<file path="src/pkg/wit_regs.svh">
// register map, field positions, reset values and timing counts
`ifndef WIT_REGS_SVH
`define WIT_REGS_SVH
`define WIT_ADDR_TCS_WR 16'hFF10
`define WIT_ADDR_TCS_RD 16'hFF10
`define WIT_ADDR_CNT_RD 16'hFF11
`define WIT_ADDR_RCS_WR 16'hFF1E
`define WIT_ADDR_RCS_RD 16'hFF1F
`define WIT_KEY_CNT 8'h5A
`define WIT_KEY_TCS 8'hA5
`define WIT_KEY_RCS_OE 8'h5A
`define WIT_KEY_RCS_CLR 8'hA5
`define WIT_RCS_CLR_DATA 8'h00
`define WIT_BIT_FLAG 7
`define WIT_BIT_MODE 6
`define WIT_BIT_RUN 5
`define WIT_BIT_OE 6
`define WIT_CKS_MSB 2
`define WIT_TCS_RSV 8'h18
`define WIT_RCS_RSV 8'h3F
`define WIT_TCS_RST 8'h18
`define WIT_CNT_RST 8'h00
`define WIT_RCS_RST 8'h3F
`define WIT_CNT_MAX 8'hFF
`define WIT_RD_NONE 8'h00
`define WIT_PIN_PULSE_CYC 132
`define WIT_SYNC_SLACK 4
`define WIT_RST_HOLD (`WIT_PIN_PULSE_CYC + `WIT_SYNC_SLACK)
`define WIT_PRE_W 12
`endif

</file>
<file path="src/pkg/wit_pkg.sv">
// types shared by the watchdog / interval timer
package wit_pkg;
  typedef struct packed {
    logic [15:0] addr;
    logic [15:0] wdata;
    logic wr;
    logic rd;
    logic word;
  } wit_bus_req_t;
  typedef logic [2:0] wit_cks_t;
  typedef enum logic [1:0] {
    WIT_IDLE = 2'b00,
    WIT_DRIVE = 2'b01,
    WIT_SETTLE = 2'b11
  } wit_rst_st_t;
endpackage

</file>
<file path="src/design/wit_prescaler.sv">
// free-running prescaler giving one-cycle count enables for all eight taps
`timescale 1ns/1ns
`include "wit_regs.svh"
module wit_prescaler
  import wit_pkg::*;
(
  input wire logic clk_sys, // system clock
  input wire logic srst, // sync reset
  output logic [7:0] tick_q // one pulse per tap period
);
  // log2 of divisors 2,32,64,128,256,512,2048,4096
  localparam int TAP_EXP [8] = '{1, 5, 6, 7, 8, 9, 11, 12};

  logic [`WIT_PRE_W-1:0] pre_q;

  always_ff @(posedge clk_sys) begin
    if (srst) begin
      pre_q <= '0;
    end else begin
      pre_q <= pre_q + 12'h001;
    end
  end

  for (genvar g = 0; g < 8; g++) begin : g_tap
    localparam logic [`WIT_PRE_W-1:0] MASK = `WIT_PRE_W'((1 << TAP_EXP[g]) - 1);
    always_ff @(posedge clk_sys) begin
      if (srst) begin
        tick_q[g] <= 1'b0;
      end else begin
        tick_q[g] <= ((pre_q & MASK) == MASK);
      end
    end
  end
endmodule

</file>
<file path="src/design/wit_top.sv">
// watchdog / interval timer with password-protected registers
// Functional notes
// - 8-bit up-counter, one step per tap pulse
// - interval overflow sets overflow flag
// - watchdog overflow leaves overflow flag alone
// - flag clears by read-set then write zero
// - run bit off holds counter at zero
// - mode bit picks interrupt or chip reset
// - every interval overflow raises interrupt request
// - select code picks divide 2 to 4096
// - standby clears top bits, soft keeps select
// - reserved bits ignore writes, read one
// - watchdog overflow resets chip, sets flag
// - output enable drives reset pin low
// - reset pin or read-write-zero clears flag
// - output enable survives watchdog reset and standby
// - counter and control written by word only
// - shared write address, key picks register
// - reset status written by word only
// - key A5 with zero clears watchdog flag
// - key 5A loads output enable bit
// - byte reads at three read addresses
// - reset pin pulse lasts 132 cycles
// - counter write beats coincident count step
`timescale 1ns/1ns
`include "wit_regs.svh"
module wit_top
  import wit_pkg::*;
(
  input wire logic clk_sys, // 25 MHz system clock
  input wire logic srst, // sync power-on reset
  input wit_bus_req_t bus, // cpu register access
  input wire logic stby_sw, // software standby
  input wire logic stby_hw, // hardware standby
  input wire logic res_n_in, // reset pin level
  output logic res_n_out_q, // reset pin drive level
  output logic res_n_oe_q, // reset pin drive enable
  output logic [7:0] rdata_q, // read data
  output logic irq_q, // interval request pulse
  output logic chip_rst_q // internal chip reset
);
  logic [7:0] tick;
  logic [7:0] cnt_q;
  logic flag_q, mode_q, run_q;
  wit_cks_t cks_q;
  logic wd_reset_flag_q, oe_q;
  logic flag_arm_q, wd_reset_flag_arm_q;
  logic res_s1_q, res_s2_q;
  logic [7:0] hold_q;
  wit_rst_st_t st_q;
  logic [7:0] key, dat;
  logic wr_w, cnt_wr, tcs_wr, oe_wr, clr_wr;
  logic step, ovf_ev, wd_ev, int_ev, ext_rst, wd_rst;

  wit_prescaler u_pre (
    .clk_sys(clk_sys),
    .srst(srst),
    .tick_q(tick)
  );

  // pin level crosses in through two flops
  always_ff @(posedge clk_sys) begin
    if (srst) begin
      res_s1_q <= 1'b1;
      res_s2_q <= 1'b1;
    end else begin
      res_s1_q <= res_n_in;
      res_s2_q <= res_s1_q;
    end
  end

  assign key = bus.wdata[15:8];
  assign dat = bus.wdata[7:0];
  assign wr_w = bus.wr && bus.word;
  assign cnt_wr = wr_w && bus.addr == `WIT_ADDR_TCS_WR && key == `WIT_KEY_CNT;
  assign tcs_wr = wr_w && bus.addr == `WIT_ADDR_TCS_WR && key == `WIT_KEY_TCS;
  assign oe_wr = wr_w && bus.addr == `WIT_ADDR_RCS_WR && key == `WIT_KEY_RCS_OE;
  assign clr_wr = wr_w && bus.addr == `WIT_ADDR_RCS_WR && key == `WIT_KEY_RCS_CLR
    && dat == `WIT_RCS_CLR_DATA;

  // own drive is still in the synchroniser while settling, so ignore it
  assign ext_rst = !res_s2_q && st_q == WIT_IDLE;
  assign wd_rst = st_q != WIT_IDLE;
  assign step = run_q && tick[cks_q] && !cnt_wr;
  assign ovf_ev = step && cnt_q == `WIT_CNT_MAX && !wd_rst;
  assign wd_ev = ovf_ev && mode_q;
  assign int_ev = ovf_ev && !mode_q;

  always_ff @(posedge clk_sys) begin
    if (srst || ext_rst || wd_rst || stby_sw || stby_hw) begin
      cnt_q <= `WIT_CNT_RST;
    end else if (!run_q) begin
      cnt_q <= `WIT_CNT_RST;
    end else if (cnt_wr) begin
      cnt_q <= dat;
    end else if (step) begin
      cnt_q <= cnt_q + 8'h01;
    end
  end

  always_ff @(posedge clk_sys) begin
    if (srst || ext_rst || wd_rst || stby_hw) begin
      {flag_q, mode_q, run_q} <= 3'h0;
      cks_q <= 3'h0;
    end else if (stby_sw) begin
      {flag_q, mode_q, run_q} <= 3'h0;
    end else begin
      if (tcs_wr) begin
        mode_q <= dat[`WIT_BIT_MODE];
        run_q <= dat[`WIT_BIT_RUN];
        cks_q <= dat[`WIT_CKS_MSB:0];
      end
      // set beats a clear in the same cycle
      if (int_ev) begin
        flag_q <= 1'b1;
      end else if (tcs_wr && flag_arm_q && !dat[`WIT_BIT_FLAG]) begin
        flag_q <= 1'b0;
      end
    end
  end

  // read of a set flag arms the later write of zero
  always_ff @(posedge clk_sys) begin
    if (srst || ext_rst || wd_rst || stby_hw || stby_sw) begin
      flag_arm_q <= 1'b0;
    end else if (tcs_wr) begin
      flag_arm_q <= 1'b0;
    end else if (bus.rd && bus.addr == `WIT_ADDR_TCS_RD && flag_q) begin
      flag_arm_q <= 1'b1;
    end
  end

  always_ff @(posedge clk_sys) begin
    if (srst || ext_rst) begin
      wd_reset_flag_q <= 1'b0;
      oe_q <= 1'b0;
      wd_reset_flag_arm_q <= 1'b0;
    end else begin
      if (oe_wr) begin
        oe_q <= dat[`WIT_BIT_OE];
      end
      if (wd_ev) begin
        wd_reset_flag_q <= 1'b1;
      end else if (clr_wr && wd_reset_flag_arm_q) begin
        wd_reset_flag_q <= 1'b0;
      end
      if (clr_wr || wd_ev) begin
        wd_reset_flag_arm_q <= 1'b0;
      end else if (bus.rd && bus.addr == `WIT_ADDR_RCS_RD && wd_reset_flag_q) begin
        wd_reset_flag_arm_q <= 1'b1;
      end
    end
  end

  // internal reset runs a little past the pin pulse
  always_ff @(posedge clk_sys) begin
    if (srst) begin
      st_q <= WIT_IDLE;
      hold_q <= 8'h00;
      chip_rst_q <= 1'b0;
      res_n_oe_q <= 1'b0;
    end else begin
      unique case (st_q)
        WIT_IDLE: begin
          if (wd_ev) begin
            st_q <= WIT_DRIVE;
            hold_q <= 8'(`WIT_PIN_PULSE_CYC - 1);
            chip_rst_q <= 1'b1;
            res_n_oe_q <= oe_q;
          end
        end
        WIT_DRIVE: begin
          if (hold_q == 8'h00) begin
            st_q <= WIT_SETTLE;
            hold_q <= 8'(`WIT_SYNC_SLACK - 1);
            res_n_oe_q <= 1'b0;
          end else begin
            hold_q <= hold_q - 8'h01;
          end
        end
        WIT_SETTLE: begin
          if (hold_q == 8'h00) begin
            st_q <= WIT_IDLE;
            chip_rst_q <= 1'b0;
          end else begin
            hold_q <= hold_q - 8'h01;
          end
        end
        default: begin
          st_q <= WIT_IDLE;
        end
      endcase
    end
  end

  // pin is only ever pulled low
  always_ff @(posedge clk_sys) begin
    res_n_out_q <= 1'b0;
  end

  always_ff @(posedge clk_sys) begin
    if (srst) begin
      irq_q <= 1'b0;
    end else begin
      irq_q <= int_ev;
    end
  end

  always_ff @(posedge clk_sys) begin
    if (srst) begin
      rdata_q <= `WIT_RD_NONE;
    end else if (bus.rd) begin
      unique case (bus.addr)
        `WIT_ADDR_TCS_RD: rdata_q <= {flag_q, mode_q, run_q, 2'b00, cks_q} | `WIT_TCS_RSV;
        `WIT_ADDR_CNT_RD: rdata_q <= cnt_q;
        `WIT_ADDR_RCS_RD: rdata_q <= {wd_reset_flag_q, oe_q, 6'h00} | `WIT_RCS_RSV;
        default: rdata_q <= `WIT_RD_NONE;
      endcase
    end
  end

  // helper: length of each pin drive
  logic [8:0] oe_len_q;
  always_ff @(posedge clk_sys) begin
    if (srst || !res_n_oe_q) begin
      oe_len_q <= 9'h000;
    end else begin
      oe_len_q <= oe_len_q + 9'h001;
    end
  end

  property p_run_off;
    @(posedge clk_sys) disable iff (srst) !run_q |=> cnt_q == 8'h00;
  endproperty
  a_run_off: assert property (p_run_off) else $error("counter not held at zero");

  property p_step;
    @(posedge clk_sys) disable iff (srst)
      step && !wd_rst && !stby_sw && !stby_hw && !ext_rst |=> cnt_q == 8'($past(cnt_q) + 8'h01);
  endproperty
  a_step: assert property (p_step) else $error("counter missed a step");

  // a write landing with a count pulse keeps the written value
  property p_cnt_wr;
    @(posedge clk_sys) disable iff (srst)
      cnt_wr && run_q && !wd_rst && !stby_sw && !stby_hw && !ext_rst |=> cnt_q == $past(dat);
  endproperty
  a_cnt_wr: assert property (p_cnt_wr) else $error("counter write lost");

  property p_int_ovf;
    @(posedge clk_sys) disable iff (srst)
      run_q && !mode_q && cnt_q == 8'hFF && tick[cks_q] && !cnt_wr && !wd_rst |=> irq_q ##1 !irq_q;
  endproperty
  a_int_ovf: assert property (p_int_ovf) else $error("interval request missing");

  property p_flag_set;
    @(posedge clk_sys) disable iff (srst)
      int_ev && !stby_sw && !stby_hw && !ext_rst |=> flag_q;
  endproperty
  a_flag_set: assert property (p_flag_set) else $error("flag not set");

  property p_flag_wd;
    @(posedge clk_sys) disable iff (srst) !flag_q && wd_ev |=> !flag_q;
  endproperty
  a_flag_wd: assert property (p_flag_wd) else $error("flag set in watchdog mode");

  property p_wd_rst;
    @(posedge clk_sys) disable iff (srst)
      wd_ev && !ext_rst |=> wd_reset_flag_q && chip_rst_q && res_n_oe_q == $past(oe_q) && oe_q == $past(oe_q);
  endproperty
  a_wd_rst: assert property (p_wd_rst) else $error("watchdog reset wrong");

  property p_pin_len;
    @(posedge clk_sys) disable iff (srst) $fell(res_n_oe_q) |-> oe_len_q == 9'h084;
  endproperty
  a_pin_len: assert property (p_pin_len) else $error("pin pulse length wrong");

  property p_byte_wr;
    @(posedge clk_sys) disable iff (srst)
      bus.wr && !bus.word && !wd_rst && !wd_ev && !ext_rst && !stby_sw && !stby_hw
      |=> $stable({mode_q, run_q, cks_q, oe_q});
  endproperty
  a_byte_wr: assert property (p_byte_wr) else $error("byte write took effect");

  property p_w1_flag;
    @(posedge clk_sys) disable iff (srst) !wd_reset_flag_q && !wd_ev |=> !wd_reset_flag_q;
  endproperty
  a_w1_flag: assert property (p_w1_flag) else $error("watchdog flag set by software");

  property p_rd_cnt;
    @(posedge clk_sys) disable iff (srst) bus.rd && bus.addr == 16'hFF11 |=> rdata_q == $past(cnt_q);
  endproperty
  a_rd_cnt: assert property (p_rd_cnt) else $error("counter read wrong");

  c_int: cover property (@(posedge clk_sys) disable iff (srst) int_ev);
  c_wd: cover property (@(posedge clk_sys) disable iff (srst) wd_ev && oe_q);
  c_clr: cover property (@(posedge clk_sys) disable iff (srst) wd_reset_flag_q ##1 !wd_reset_flag_q);
  c_flag_clr: cover property (@(posedge clk_sys) disable iff (srst) flag_q ##[1:20] !flag_q);
endmodule

</file>
<file path="config.mk">
export PLATFORM = sky130hd
export DESIGN_NAME = wit_top
export DESIGN_NICKNAME = d
export VERILOG_FILES = /design/src/pkg/wit_pkg.sv /design/src/design/wit_prescaler.sv /design/src/design/wit_top.sv
export VERILOG_INCLUDE_DIRS = /design/src /design/src/pkg
export SDC_FILE = /design/constraint.sdc
export NUM_CORES = 1
export LEC_CHECK = 0
export BUFFER_PORTS_ARGS = -buffer_cell sky130_fd_sc_hd__buf_2
export CAP_MARGIN = 20
export CORE_ASPECT_RATIO = 1.2
export CORE_MARGIN = 1.5
export CORE_UTILIZATION = 40
export DETAILED_ROUTE_END_ITERATION = 10
export GPL_ROUTABILITY_DRIVEN = 0
export GPL_TIMING_DRIVEN = 0
export SKIP_LAST_GASP = 1
export SLEW_MARGIN = 15
export SYNTH_ARGS = -nofsm -noshare
export SYNTH_HDL_FRONTEND = slang
export SYNTH_SLANG_ARGS = --single-unit
</file>
<file path="constraint.sdc">
create_clock -name clk_sys -period 2.9 [get_ports clk_sys]
set_clock_uncertainty 0.1 [all_clocks]
set_input_delay 0.29 -clock clk_sys [delete_from_list [all_inputs] [get_ports clk_sys]]
set_output_delay 0.29 -clock clk_sys [all_outputs]
set_load 0.05 [all_outputs]
</file>
; ---- After elaboration in Yosys (flattened, before gate mapping)
; Cells that the tools add are included.
[op_classes]
add_sub_neg = 3
order_cmp = 1
eq_ne = 20
mux = 22
n_bitwise = 2
reduce_logical = 53
[ops]
columns = cell, n
row1 = $eq 16x16->1 const B, 4
row2 = $pmux 8 s3, 2
row3 = $mux 8, 5
row4 = $eq 8x8->1 const B, 3
row5 = $logic_and 1x1->1, 22
row6 = $logic_not 8->1, 2
row7 = $add 12x1->12 const B, 1
row8 = $eq 12x12->1 const B, 1
row9 = $reduce_and 3->1, 4
row10 = $reduce_bool 2->1, 6
row11 = $eq 11x11->1 const B, 1
row12 = $eq 9x9->1 const B, 1
row13 = $add 8x1->8 const B, 1
row14 = $eq 8x7->1 const B, 1
row15 = $mux 1, 8
row16 = $ne 2x2->1 const B, 4
row17 = $reduce_or 2->1, 4
row18 = $sub 8x1->8 const B, 1
row19 = $eq 7x7->1 const B, 1
row20 = $logic_or 1x1->1, 7
row21 = $eq 6x6->1 const B, 1
row22 = $mux 2, 3
row23 = $pmux 2 s3, 1
row24 = $eq 5x5->1 const B, 1
row25 = 10 further kinds, 16
[totals]
register_bits = 61
wordCells = 127

; ---- Depth between registers and ports, before layout
; Gate-level depths: netlist of the first run.
[logic_depth]
word_depth = 10
ltp_mapped = 7
ltp_nobuf = 7

; ---- Cells and area by module
; A second synthesis of the first run with hierarchy kept.
[hier_totals]
hier_cells = 330
hier_area_um2 = 2910.3
[modules_own_cells]
columns = mod, instances, cells_each, area_per_inst_um2, seq_area_each_um2
row1 = wit_top, 1, 258, 2179.6, 820.8
row2 = wit_prescaler, 1, 72, 730.7, 400.4

; ---- Worst setup path before layout of the first run
; Ideal clock, no wire load.
[synth_path]
path_kind = register -> register
from = register hold_q[0]
to = register res_n_oe_q
setup_time_ns = 0.133
arrival_ns = 2.028
required_ns = 2.667
slack_ns = 0.640
path_stages_with_launch = 8
period_less_slack_ns = 2.260
cell_sequence = dfxtp_1 > inv_1 > ha_1 > or4b_2 > nor4_1 > nor2_1 > o21ai_0 > a31oi_1
[synth_via]
elab_chain_cells = 3
[synth_lines]
columns = item, line
row1 = "start, declared", wit_top.sv:49  ; logic [7:0] hold_q;
row2 = "start signal, assigned", wit_top.sv:167  ; hold_q <= 8'(`WIT_PIN_PULSE_CYC - 1);
row3 = "start signal, assigned", wit_top.sv:175  ; hold_q <= 8'(`WIT_SYNC_SLACK - 1);
row4 = "start signal, assigned", wit_top.sv:178  ; hold_q <= hold_q - 8'h01;
row5 = $logic_not 8->1, wit_top.sv:173  ; if (hold_q == 8'h00) begin
row6 = $ne 2x2->1 (no source line), --
row7 = $reduce_and 3->1 (no source line), --
row8 = "end signal, assigned", wit_top.sv:169  ; res_n_oe_q <= oe_q;
row9 = "end, declared", wit_top.sv:37  ; output logic res_n_oe_q,
; Every way passes these cells.
; A chain may end at the register's enable or synchronous reset.

; ---- Final worst setup path of the first run
[layout_path]
from = register hold_q[0]
to = register hold_q[1]
[layout_via]
elab_chain_cells = 3
elab_cells_between_ends = 7
cone_classes = add/sub (1) / eq/ne (1) / mux (3) / reduce/logical (2)
[layout_lines]
columns = item, line
row1 = $sub 8x1->8 or $logic_not 8->1 (tied branches), --
row2 = $mux 8 (tied with other cells), wit_top.sv:182  ; if (hold_q == 8'h00) begin
row3 = $pmux 8 s3 or $reduce_and 3->1 (tied branches), --
; Several ways; a longest one is shown, not always the timed one. The select of a mux whose other input is x is not followed.

==> results of run 1 <==
==> stage by stage <==
step                      hold WS (ns)  util [%]  instance area [sq um]  setup slack [ns]
after floorplan                 0.2769         -                   2925            0.6395
after global placement          0.2975     47.35                   3284            0.2871
after detailed placement        0.2977     47.35                   3284            0.2488
after CTS                      0.01804     51.23                   3553            0.2366
after global routing           0.02011     51.32                   3560            0.2487
final                          0.02403     51.32                   3560            0.4534
==> cell usage in the layout (no fill, tap or decap), drive strengths merged, types with 5 or more instances in the layout <==
| cell | instances |
|---|---|
| nand2 | 18 |
| nand4 | 11 |
| o21ai | 14 |
| nor3 | 16 |
| nand3 | 12 |
| or3 | 5 |
| buf | 52 |
| ha | 5 |
| and2 | 5 |
| nor4 | 9 |
| a21oi | 26 |
| xor2 | 11 |
| dfxtp | 61 |
| clkbuf | 19 |
| nor2 | 34 |
| inv | 17 |
| nor2b | 7 |
| mux2i | 7 |
==> final timing paths <==
path	from	end	slack (ns)	cells after the start
worst max register to register	hold_q[0]	hold_q[1]	0.45	7
worst min-delay path	res_n_in	res_s1_q	0.02	2
worst min register to register	res_s1_q	res_s2_q	0.32	1
worst max-delay path	hold_q[0]	hold_q[1]	0.45	7
==> layer usage <==
layer | up-vias | track usage [%] | part of all wire [%]
li1 | 1345 | - | -
met1 | 1243 | 23.00 | 44
met2 | 65 | 32.82 | 49
met3 | 15 | 5.000 | 4.3
met4 | 0 | 7.427 | 2.0
met5 | - | 0 | 0
==> report_power, final <==
group	total (uW)	switching (uW)	internal, uW
combinational	112	70.2	42.0
clock	1030	368	664
sequential	854	6.11	848
==> worst max-delay path: stages, from the launching register on <==
cell      delay [ns]
dfxtp_1         0.33
inv_1           0.10
ha_1            0.24
or4b_2          0.65
o41ai_1         0.47
nand2_1         0.18
o221ai_1        0.20
a21oi_1         0.06
==> repair_timing <==
| item | in CTS | in global routing |
|---|---|---|
| setup endpoints to repair | 0 | 1 |
| hold buffers | 0 | 0 |
| gates resized for setup | 0 | 1 |
| buffers inserted | 0 | 0 |
==> cells in the mapped netlist, drive strengths merged (5+ instances only) <==
master | n | share of area, %
o21ai | 14 | 2.4
nor2 | 34 | 4.4
xor2 | 11 | 3.3
and2 | 5 | 1.1
dfxtp | 61 | 42
clkbuf | 10 | 1.3
nand3 | 12 | 2.1
nor3 | 16 | 3.1
nor4 | 9 | 2.4
nor2b | 7 | 1.5
a21oi | 26 | 4.6
nand4 | 11 | 2.4
or3 | 5 | 1.1
ha | 5 | 2.1
mux2i | 7 | 2.4
nand2 | 18 | 2.3
inv | 15 | 1.9
==> flip-flops by register name, indices dropped and copies added (netlist names), 2 cells and up <==
signal / flops
u_pre.tick_q: 8
cnt_q: 8
hold_q: 8
st_q: 2
rdata_q: 8
cks_q: 3
u_pre.pre_q: 12
==> cells by family after synthesis <==
kind of cell / after synthesis
AOI/OAI and AO/OA: 69
xor gates and xnor gates: 14
adders and majority gates: 5
buffers and inverters: 27
DFF: 61
muxes: 10
other: 1
and+or+nand+nor: 145
==> final cells by class <==
type	count	area share, %
Tap cell	87	3.058
Multi-Input combinational cell	244	45.06
Clock inverter	7	4.077
Buffer	12	1.406
Timing Repair Buffer	50	7.030
Clock buffer	9	3.480
Inverter	15	1.582
Sequential cell	61	34.31
==> results.py, run 1 <==
metrics = {
    "die": {
        "die-area_sq_um": 7837,
        "die_y_um": 96.68,
        "ioPinCount": 52,
        "initial_core_util_pct": 42.17,
        "die_w_um": 81.07,
        "rows": 33,
        "core_sq_um": 6937,
    },
    "finish": {
        "seq_area_sq_um": 1221,
        "multi_input_area_sq_um": 1604,
        "diodes": 0,
        "finalNetCount": 438,
        "drive_gt1_share_pct": 22.11,
        "fin_cells": 485,
        "fillCellCount": 683,
        "area_growth_pct": 21.69,
    },
    "synth": {
        "yosysSeqAreaShare_pct": 41.75,
        "yosysWarnings": 0,
        "synth-compound-area-share_pct": 15.74,
        "synth_ff_type": "dfxtp_1",
        "muxShareOfSynthArea_pct": 3.935,
        "synthCells": 332,
        "synth_edf_count": 0,
        "synthAdderAreaFrac_pct": 2.139,
        "ys_types": 60,
        "synthXorXnorAreaFrac_pct": 4.192,
        "synth_top_family_by_area": "simple AND/OR/NAND/NOR gates",
        "netlist_area_sq_um": 2925,
        "syn_avg_cell_area_sq_um": 8.811,
        "ys_ff_latch": 61,
        "syn-num-nets": 377,
        "async_reset_ff_share_pct": 0,
        "synthSimpleGateAreaFrac_pct": 28.49,
    },
    "timing": {
        "finalCritPeriodShare_pct": 84.37,
        "rsz0062_at_grt": "false",
        "fin_setup_tns_ns": 0,
        "setup_viol": 0,
        "period_needed_ns": 2.447,
        "tightest_slew_ns": 0.7258,
        "relSlewSlack_pct": 51.62,
        "hold_viol_final": 0,
        "fmax_mhz": 408.7,
        "drv_slew": 0,
    },
    "place": {
        "place_inst": 469,
        "dp_hpwl_mm": 5.554,
        "port_buffers": 50,
    },
    "clock_tree": {
        "cts_tree": "done",
        "cts_root_buffer": "clkbuf_8",
        "cts_max_level": 3,
        "clkSlewWorstSetupHoldPaths_ns": 0.07,
        "clk-insertion-delay-late_ns": 0.35,
        "clockBufferDepth": 2,
        "cts_sinks": 61,
        "numCtsBuffers": 9,
    },
    "setup_path": {
        "worstSetupPathType": "register to register",
        "cp-end-kind": "register",
        "critPathRequiredTime_ns": 3.04,
        "path_max_fanout": 5,
        "startpoint_type": "register",
        "arrival_ns": 2.58,
    },
    "routing": {
        "avgViaCountPerCell": 5.501,
        "drtIter0Drc": 146,
        "num_vias": 2668,
        "ant_nets": 0,
        "totalWireLength_mm": 7.197,
        "drcViolationCount": 0,
        "wl_per_cell_um": 14.84,
        "drt_pre_antenna_iters": 4,
    },
    "global_routing": {
        "grt_max_degree": 13,
        "gr-total-overflow": 0,
        "antenna_found_initial": 0,
        "track_usage_pct": 19.41,
        "grt_pass1_wl_mm": 11.68,
        "grt_pass1_vias": 2556,
    },
    "outcome": {
        "status": "complete, no violations",
    },
    "worst_hold_path": {
        "hold_path.class": "primary input to register",
    },
    "power_and_ir_drop": {
        "pwr_density_cell_nw_per_um2": 561.3,
        "peakVddDrop_uv": 374.4,
        "finalPower_uw": 1998,
        "leakagePower_uw": 0.001318,
    },
    "flow_run": {
        "cap_violations": 0,
    },
}
Note: power is estimated with default switching activity, not from simulation.
==> run 2: changes to the inputs <==
- clock period: 2.9 -> 2.4 ns (I/O delays scaled with it)
==> run 2 against run 1 <==
Against the previous run: hold slack got worse by 0.014 ns; sequential power increased by 21%; via count increased by 0.19%; design area increased by 1.6%; core utilization increased by 0.81 points; largest power group unchanged; highest routed layer unchanged.
==> results.py, run 2 (synthesis results as in run 1) <==
metrics = {
    "timing": {
        "worst_slack_ns": 0.1511,
        "rsz0062_at_grt": "false",
        "tightest_slew_ns": 0.5514,
        "fin_setup_tns_ns": 0,
        "drv_slew": 0,
        "period_needed_ns": 2.249,
        "finalCritPeriodShare_pct": 93.70,
        "setup_viol": 0,
        "fmax_mhz": 444.7,
        "hold_viol_final": 0,
        "relSlewSlack_pct": 63.24,
    },
    "worst_hold_path": {
        "hold_depth": 2,
        "hold_path.class": "primary input to register",
    },
    "routing": {
        "avgViaCountPerCell": 5.477,
        "drtIter0Drc": 136,
        "num_vias": 2673,
        "ant_nets": 0,
        "totalWireLength_mm": 7.345,
        "drcViolationCount": 0,
        "wl_per_cell_um": 15.05,
        "drt_pre_antenna_iters": 4,
    },
    "clock_tree": {
        "cts_root_buffer": "clkbuf_8",
        "clk-insertion-delay-late_ns": 0.35,
        "cts_tree": "done",
        "clkSlewWorstSetupHoldPaths_ns": 0.07,
        "clockBufferDepth": 2,
        "cts_sinks": 61,
        "cts_max_level": 3,
        "numCtsBuffers": 9,
    },
    "global_routing": {
        "track_usage_pct": 19.74,
        "grt_max_degree": 13,
        "antenna_found_initial": 0,
        "grt_pass1_vias": 2568,
        "grt_pass1_wl_mm": 11.87,
        "gr-total-overflow": 0,
    },
    "finish": {
        "drive_gt1_share_pct": 23.44,
        "layout_common_cells": "61 x dfxtp_1, 51 x buf_2, 32 x nor2_1",
        "diodes": 0,
        "largest_register_ffs": 12,
        "fillCellCount": 683,
        "area_growth_pct": 23.61,
        "finalNetCount": 441,
        "regMostFlops": "u_pre.pre_q",
        "final_common_cell": "dfxtp_1",
    },
    "place": {
        "dp_slack_ns": -0.2512,
        "dp_hpwl_mm": 5.554,
        "port_buffers": 50,
    },
    "die": {
        "die_w_um": 81.07,
        "initial_core_util_pct": 42.17,
        "die_y_um": 96.68,
        "die-area_sq_um": 7837,
        "core_sq_um": 6937,
        "rows": 33,
        "ioPinCount": 52,
    },
    "power_and_ir_drop": {
        "pwr_density_cell_nw_per_um2": 670.3,
        "peakVddDrop_uv": 452.4,
        "leakagePower_uw": 0.001348,
    },
    "setup_path": {
        "worstSetupPathType": "register to register",
        "critPathSlowestCell": "or4b_4",
        "cp.depth": 8,
        "path_max_fanout": 5,
        "crit_chain": "inv_1 -> ha_2 -> or4b_4 -> nor4_4 -> buf_4 -> o21ai_0 -> a22oi_1 -> nor3_1",
        "rr_worst_depth": 8,
        "cp-end-kind": "register",
        "critPathBufInv": 2,
        "arrival_ns": 2.36,
        "crit_family": "simple AND/OR/NAND/NOR gates",
        "critPathRequiredTime_ns": 2.51,
        "startpoint_type": "register",
        "max_stage_delay_ns": 0.51,
        "rrSetupSlack_ns": 0.15,
    },
    "outcome": {
        "status": "complete, no violations",
    },
    "flow_run": {
        "cap_violations": 0,
    },
}
[run 2: cell count changes in the layout (fill, tap and decap cells not counted), sizes merged]
cell / change
buf: +2
dlygate4sd3: +1
[run 2: stage by stage]
step	power [uW]	utilization [%]	std cells	instance area (sq um)	hold slack, ns
after floorplan	1129	-	332	2925	0.2269
after CTS	2433	51.70	486	3586	0.008265
after global placement	1189	47.35	469	3284	0.2975
after detailed placement	1191	47.35	469	3284	0.2977
final	2424	52.13	488	3616	0.009537
after global routing	2497	52.13	488	3616	0.003489
[run 2: power by group]
part           internal [uW]  switching, uW  leakage [uW]
Sequential              1020           7.41      0.000494
Combinational           51.8           85.5      0.000724
Clock                    802            453      0.000130
Total                   1880            546       0.00135
[run 2: final timing paths]
path                                start         endpoint
worst min-delay path                 srst  u_pre.tick_q[6]
worst max-delay path            hold_q[0]        hold_q[3]
worst min register to register   res_s1_q         res_s2_q
worst max register to register  hold_q[0]        hold_q[3]
[run 2: routing by layer]
layer / track usage [%] / part of all wire, %
met1: 23.47 / 45
met2: 33.08 / 49
met3: 5.283 / 4.2
met4: 7.692 / 2.0
met5: 0 / 0
[run 2: area by class of cell]
| cell class | count | area, sq um | share of cell area (%) |
|---|---|---|---|
| tap | 87 | 108.9 | 3.010 |
| multi-input combinational | 244 | 1635 | 45.22 |
| clock buffer | 9 | 123.9 | 3.426 |
| inverter | 15 | 56.30 | 1.557 |
| sequential | 61 | 1221 | 33.77 |
| clock inverter | 7 | 145.1 | 4.014 |
| buffer | 12 | 50.05 | 1.384 |
| timing repair buffer | 53 | 275.3 | 7.612 |
[run 2: timing repair]
item,4_1_cts,5_1_grt
resized for setup,3,4
setup buffers,0,2
setup endpoints to repair,7,7
hold endpoints to repair,1,0
pin swaps,0,1
gates cloned,0,0
hold buffers,1,0
==> run 3: changes to the inputs <==
- ABC_AREA: not set -> 1
==> run 3 against run 2 <==
Against the previous run: register-to-register slack gained 0.22 ns; synthesized cell count grew 36%; clock power shrank 9.6%; largest cell class unchanged; global-route usage shrank 2.0 points; setup slack gained 0.22 ns; count of clock-buffer cells in the layout grew 1; the run now ends with DRC left; non-clock buffer count shrank 8.
==> results.py, run 3 <==
metrics = {
    "outcome": {
        "status": "finished with violations",
        "violations": "DRC",
    },
    "clock_tree": {
        "cts_root_buffer": "clkbuf_8",
        "cts_tree": "done",
        "clk-insertion-delay-late_ns": 0.33,
        "cts_sinks": 61,
        "cts_max_level": 3,
        "clkSlewWorstSetupHoldPaths_ns": 0.07,
        "cts_resized": 0,
        "numCtsBuffers": 9,
        "clockBufferDepth": 2,
    },
    "power_and_ir_drop": {
        "pwr_density_cell_nw_per_um2": 586.5,
        "leakagePower_uw": 0.001660,
        "switching_share_pct": 21.30,
        "switching_power_uw": 481.1,
        "seq_power_share_pct": 45.2,
        "clkPwrFrac_pct": 49.8,
        "comb_power_share_pct": 4.9,
        "internal-power_uw": 1778,
        "peakVddDrop_uv": 565.0,
    },
    "routing": {
        "top_layer": "met4",
        "wl_met3_um": 388,
        "drt_pre_antenna_iters": 7,
        "avgViaCountPerCell": 4.846,
        "drtIter0Drc": 72,
        "num_vias": 2961,
        "met1Wirelength_mm": 3.052,
        "ant_nets": 0,
        "wl_met2_mm": 3.613,
        "totalWireLength_mm": 7.271,
        "drcViolationCount": 7,
        "wl_per_cell_um": 11.90,
    },
    "timing": {
        "rsz0062_at_grt": "false",
        "period_needed_ns": 2.033,
        "fmax_mhz": 492.0,
        "worst_slack_ns": 0.3674,
        "setup_viol": 0,
        "hold_viol_final": 0,
        "fin_setup_tns_ns": 0,
        "drv_slew": 0,
        "finalCritPeriodShare_pct": 84.69,
    },
    "setup_path": {
        "max_stage_delay_ns": 0.42,
        "startpoint_type": "register",
        "arrival_ns": 2.16,
        "crit_family": "simple AND/OR/NAND/NOR gates",
        "path_max_fanout": 9,
        "worstSetupPathType": "register to register",
        "crit_chain": "ha_1 -> nand2_1 -> nor2_2 -> nand3_2 -> nor3_4 -> nand4_4 -> nand3_4 -> nand2_1 -> nand2_1 -> inv_1",
        "critPathRequiredTime_ns": 2.53,
        "crit_top_cell": "nand2_1",
        "critPathSlowestCell": "dfxtp_1",
        "critPathBufInv": 1,
        "cp-end-kind": "register",
    },
    "global_routing": {
        "grt_pass1_wl_mm": 12.15,
        "antenna_found_initial": 0,
        "track_usage_pct": 17.76,
        "gr-total-overflow": 0,
        "grt_max_degree": 12,
        "grt_pass1_vias": 2719,
    },
    "finish": {
        "seq_area_sq_um": 1221,
        "regMostFlops": "u_pre.pre_q",
        "finalNetCount": 559,
        "drive_gt1_share_pct": 23.12,
        "largest_register_ffs": 12,
        "layout_common_cells": "89 x nand2_1, 67 x inv_1, 61 x dfxtp_1",
        "fillCellCount": 793,
        "final_common_cell": "nand2_1",
        "diodes": 0,
        "design_area_sq_um": 3851,
        "multi_input_area_sq_um": 1698,
        "area_growth_pct": 19.12,
    },
    "synth": {
        "synth_edf_count": 0,
        "ys_types": 37,
        "async_reset_ff_share_pct": 0,
        "ys_ff_latch": 61,
        "synth_area_leaders": "dfxtp_1 38%, nand2_1 10%, inv_1 7.8%",
        "syn-num-nets": 498,
        "yosysWarnings": 0,
        "netlist_area_sq_um": 3233,
        "netlist_top_cells_count": "89 x nand2_1, 67 x inv_1, 61 x dfxtp_1",
        "synth.most_common_cell": "nand2_1",
        "synthCells": 453,
        "yosysTopAreaCellShare_pct": 37.77,
        "synth_ff_type": "dfxtp_1",
        "syn_avg_cell_area_sq_um": 7.137,
        "yosysSeqAreaShare_pct": 37.77,
        "yosys.area.top_type": "dfxtp_1",
    },
    "die": {
        "die-area_sq_um": 8633,
        "rows": 35,
        "ioPinCount": 52,
        "core_sq_um": 7751,
        "die_y_um": 101.5,
        "initial_core_util_pct": 41.71,
        "die_w_um": 85.07,
    },
    "place": {
        "detailed_place.area_sq_um": 3593,
        "port_buffers": 49,
        "dp_hpwl_mm": 5.635,
        "dp_slack_ns": 0.3883,
    },
    "worst_hold_path": {
        "hold_path.class": "primary input to register",
    },
    "flow_run": {
        "cap_violations": 0,
    },
}
run 3: cell types whose count changed in the layout (fill, tap and decap cells not counted), sizes merged, moves of 7 or more:
cell and change:
mux2i -7, nor2b -7, nor2 +33, nor4 -8, inv +58, nand2 +83, nand3 +21
run 3: worst paths after layout:
| path | end | slack, ns | cells past startpoint | start |
|---|---|---|---|---|
| worst max-delay path | hold_q[0] | 0.37 | 10 | cnt_q[1] |
| worst min register to register | res_s2_q | 0.31 | 1 | res_s1_q |
| worst max register to register | hold_q[0] | 0.37 | 10 | cnt_q[1] |
| worst min-delay path | cks_q[1] | 0.07 | 3 | bus[4] |
run 3: timing repair:
item	4_1_cts	5_1_grt
setup endpoints to repair	0	0
hold buffers	1	0
hold endpoints to repair	1	0
buffers inserted	0	0
run 3: cell type report:
cell class                 count  share of cell area, %
multi-input combinational    310                  44.09
sequential                    61                  31.71
inverter                      75                  7.310
timing repair buffer          50                  6.628
clock buffer                  10                  3.574
tap                           92                  2.989
clock inverter                 6                  2.859
buffer                         7                 0.8447
run 3: kinds of logic after synthesis:
| kind of cell | count (synthesis) | share of synthesized area, % |
|---|---|---|
| compound gates | 61 | 10.53 |
| flops | 61 | 37.77 |
| simple gates | 234 | 37.50 |
| xor+xnor | 9 | 2.438 |
| other cells | 1 | 0.1160 |
| fa+ha+maj | 5 | 1.935 |
| buf+inv | 82 | 9.714 |
run 3: worst reg2reg max path: stages, from the launching register on:
cell and delay [ns]:
dfxtp_1 0.42, ha_1 0.23, nand2_1 0.08, nor2_2 0.16
nand3_2 0.13, nor3_4 0.19, nand4_4 0.24, nand3_4 0.18
nand2_1 0.08, nand2_1 0.08, inv_1 0.04
run 3: routing by layer:
layer / up-vias / track usage (%)
li1: 1568 / -
met1: 1304 / 20.21
met2: 70 / 31.44
met3: 19 / 3.912
met4: 0 / 8.701
met5: - / 0
run 3: per-stage QoR:
| stage | instances | total power, uW | util (%) | hold WS, ns |
|---|---|---|---|---|
| 6_report | 611 | 2259 | 49.69 | 0.07233 |
| 5_1_grt | 611 | 2344 | 49.69 | 0.07177 |
| 4_1_cts | 611 | 2288 | 49.69 | 0.06370 |
| 3_5_place_dp | 594 | 1157 | 46.36 | 0.3015 |
| 3_3_place_gp | 594 | 1155 | 46.36 | 0.2950 |
| 2_1_floorplan | 453 | 1105 | - | 0.2438 |
run 3: power by group through the flow:
stage               combinational, uW  clock [uW]  sequential, uW
floorplan                        61.2           0            1040
global route                      126        1200            1020
detailed placement                112           0            1040
global placement                  110           0            1040
finish                            111        1130            1020
CTS                               114        1150            1020
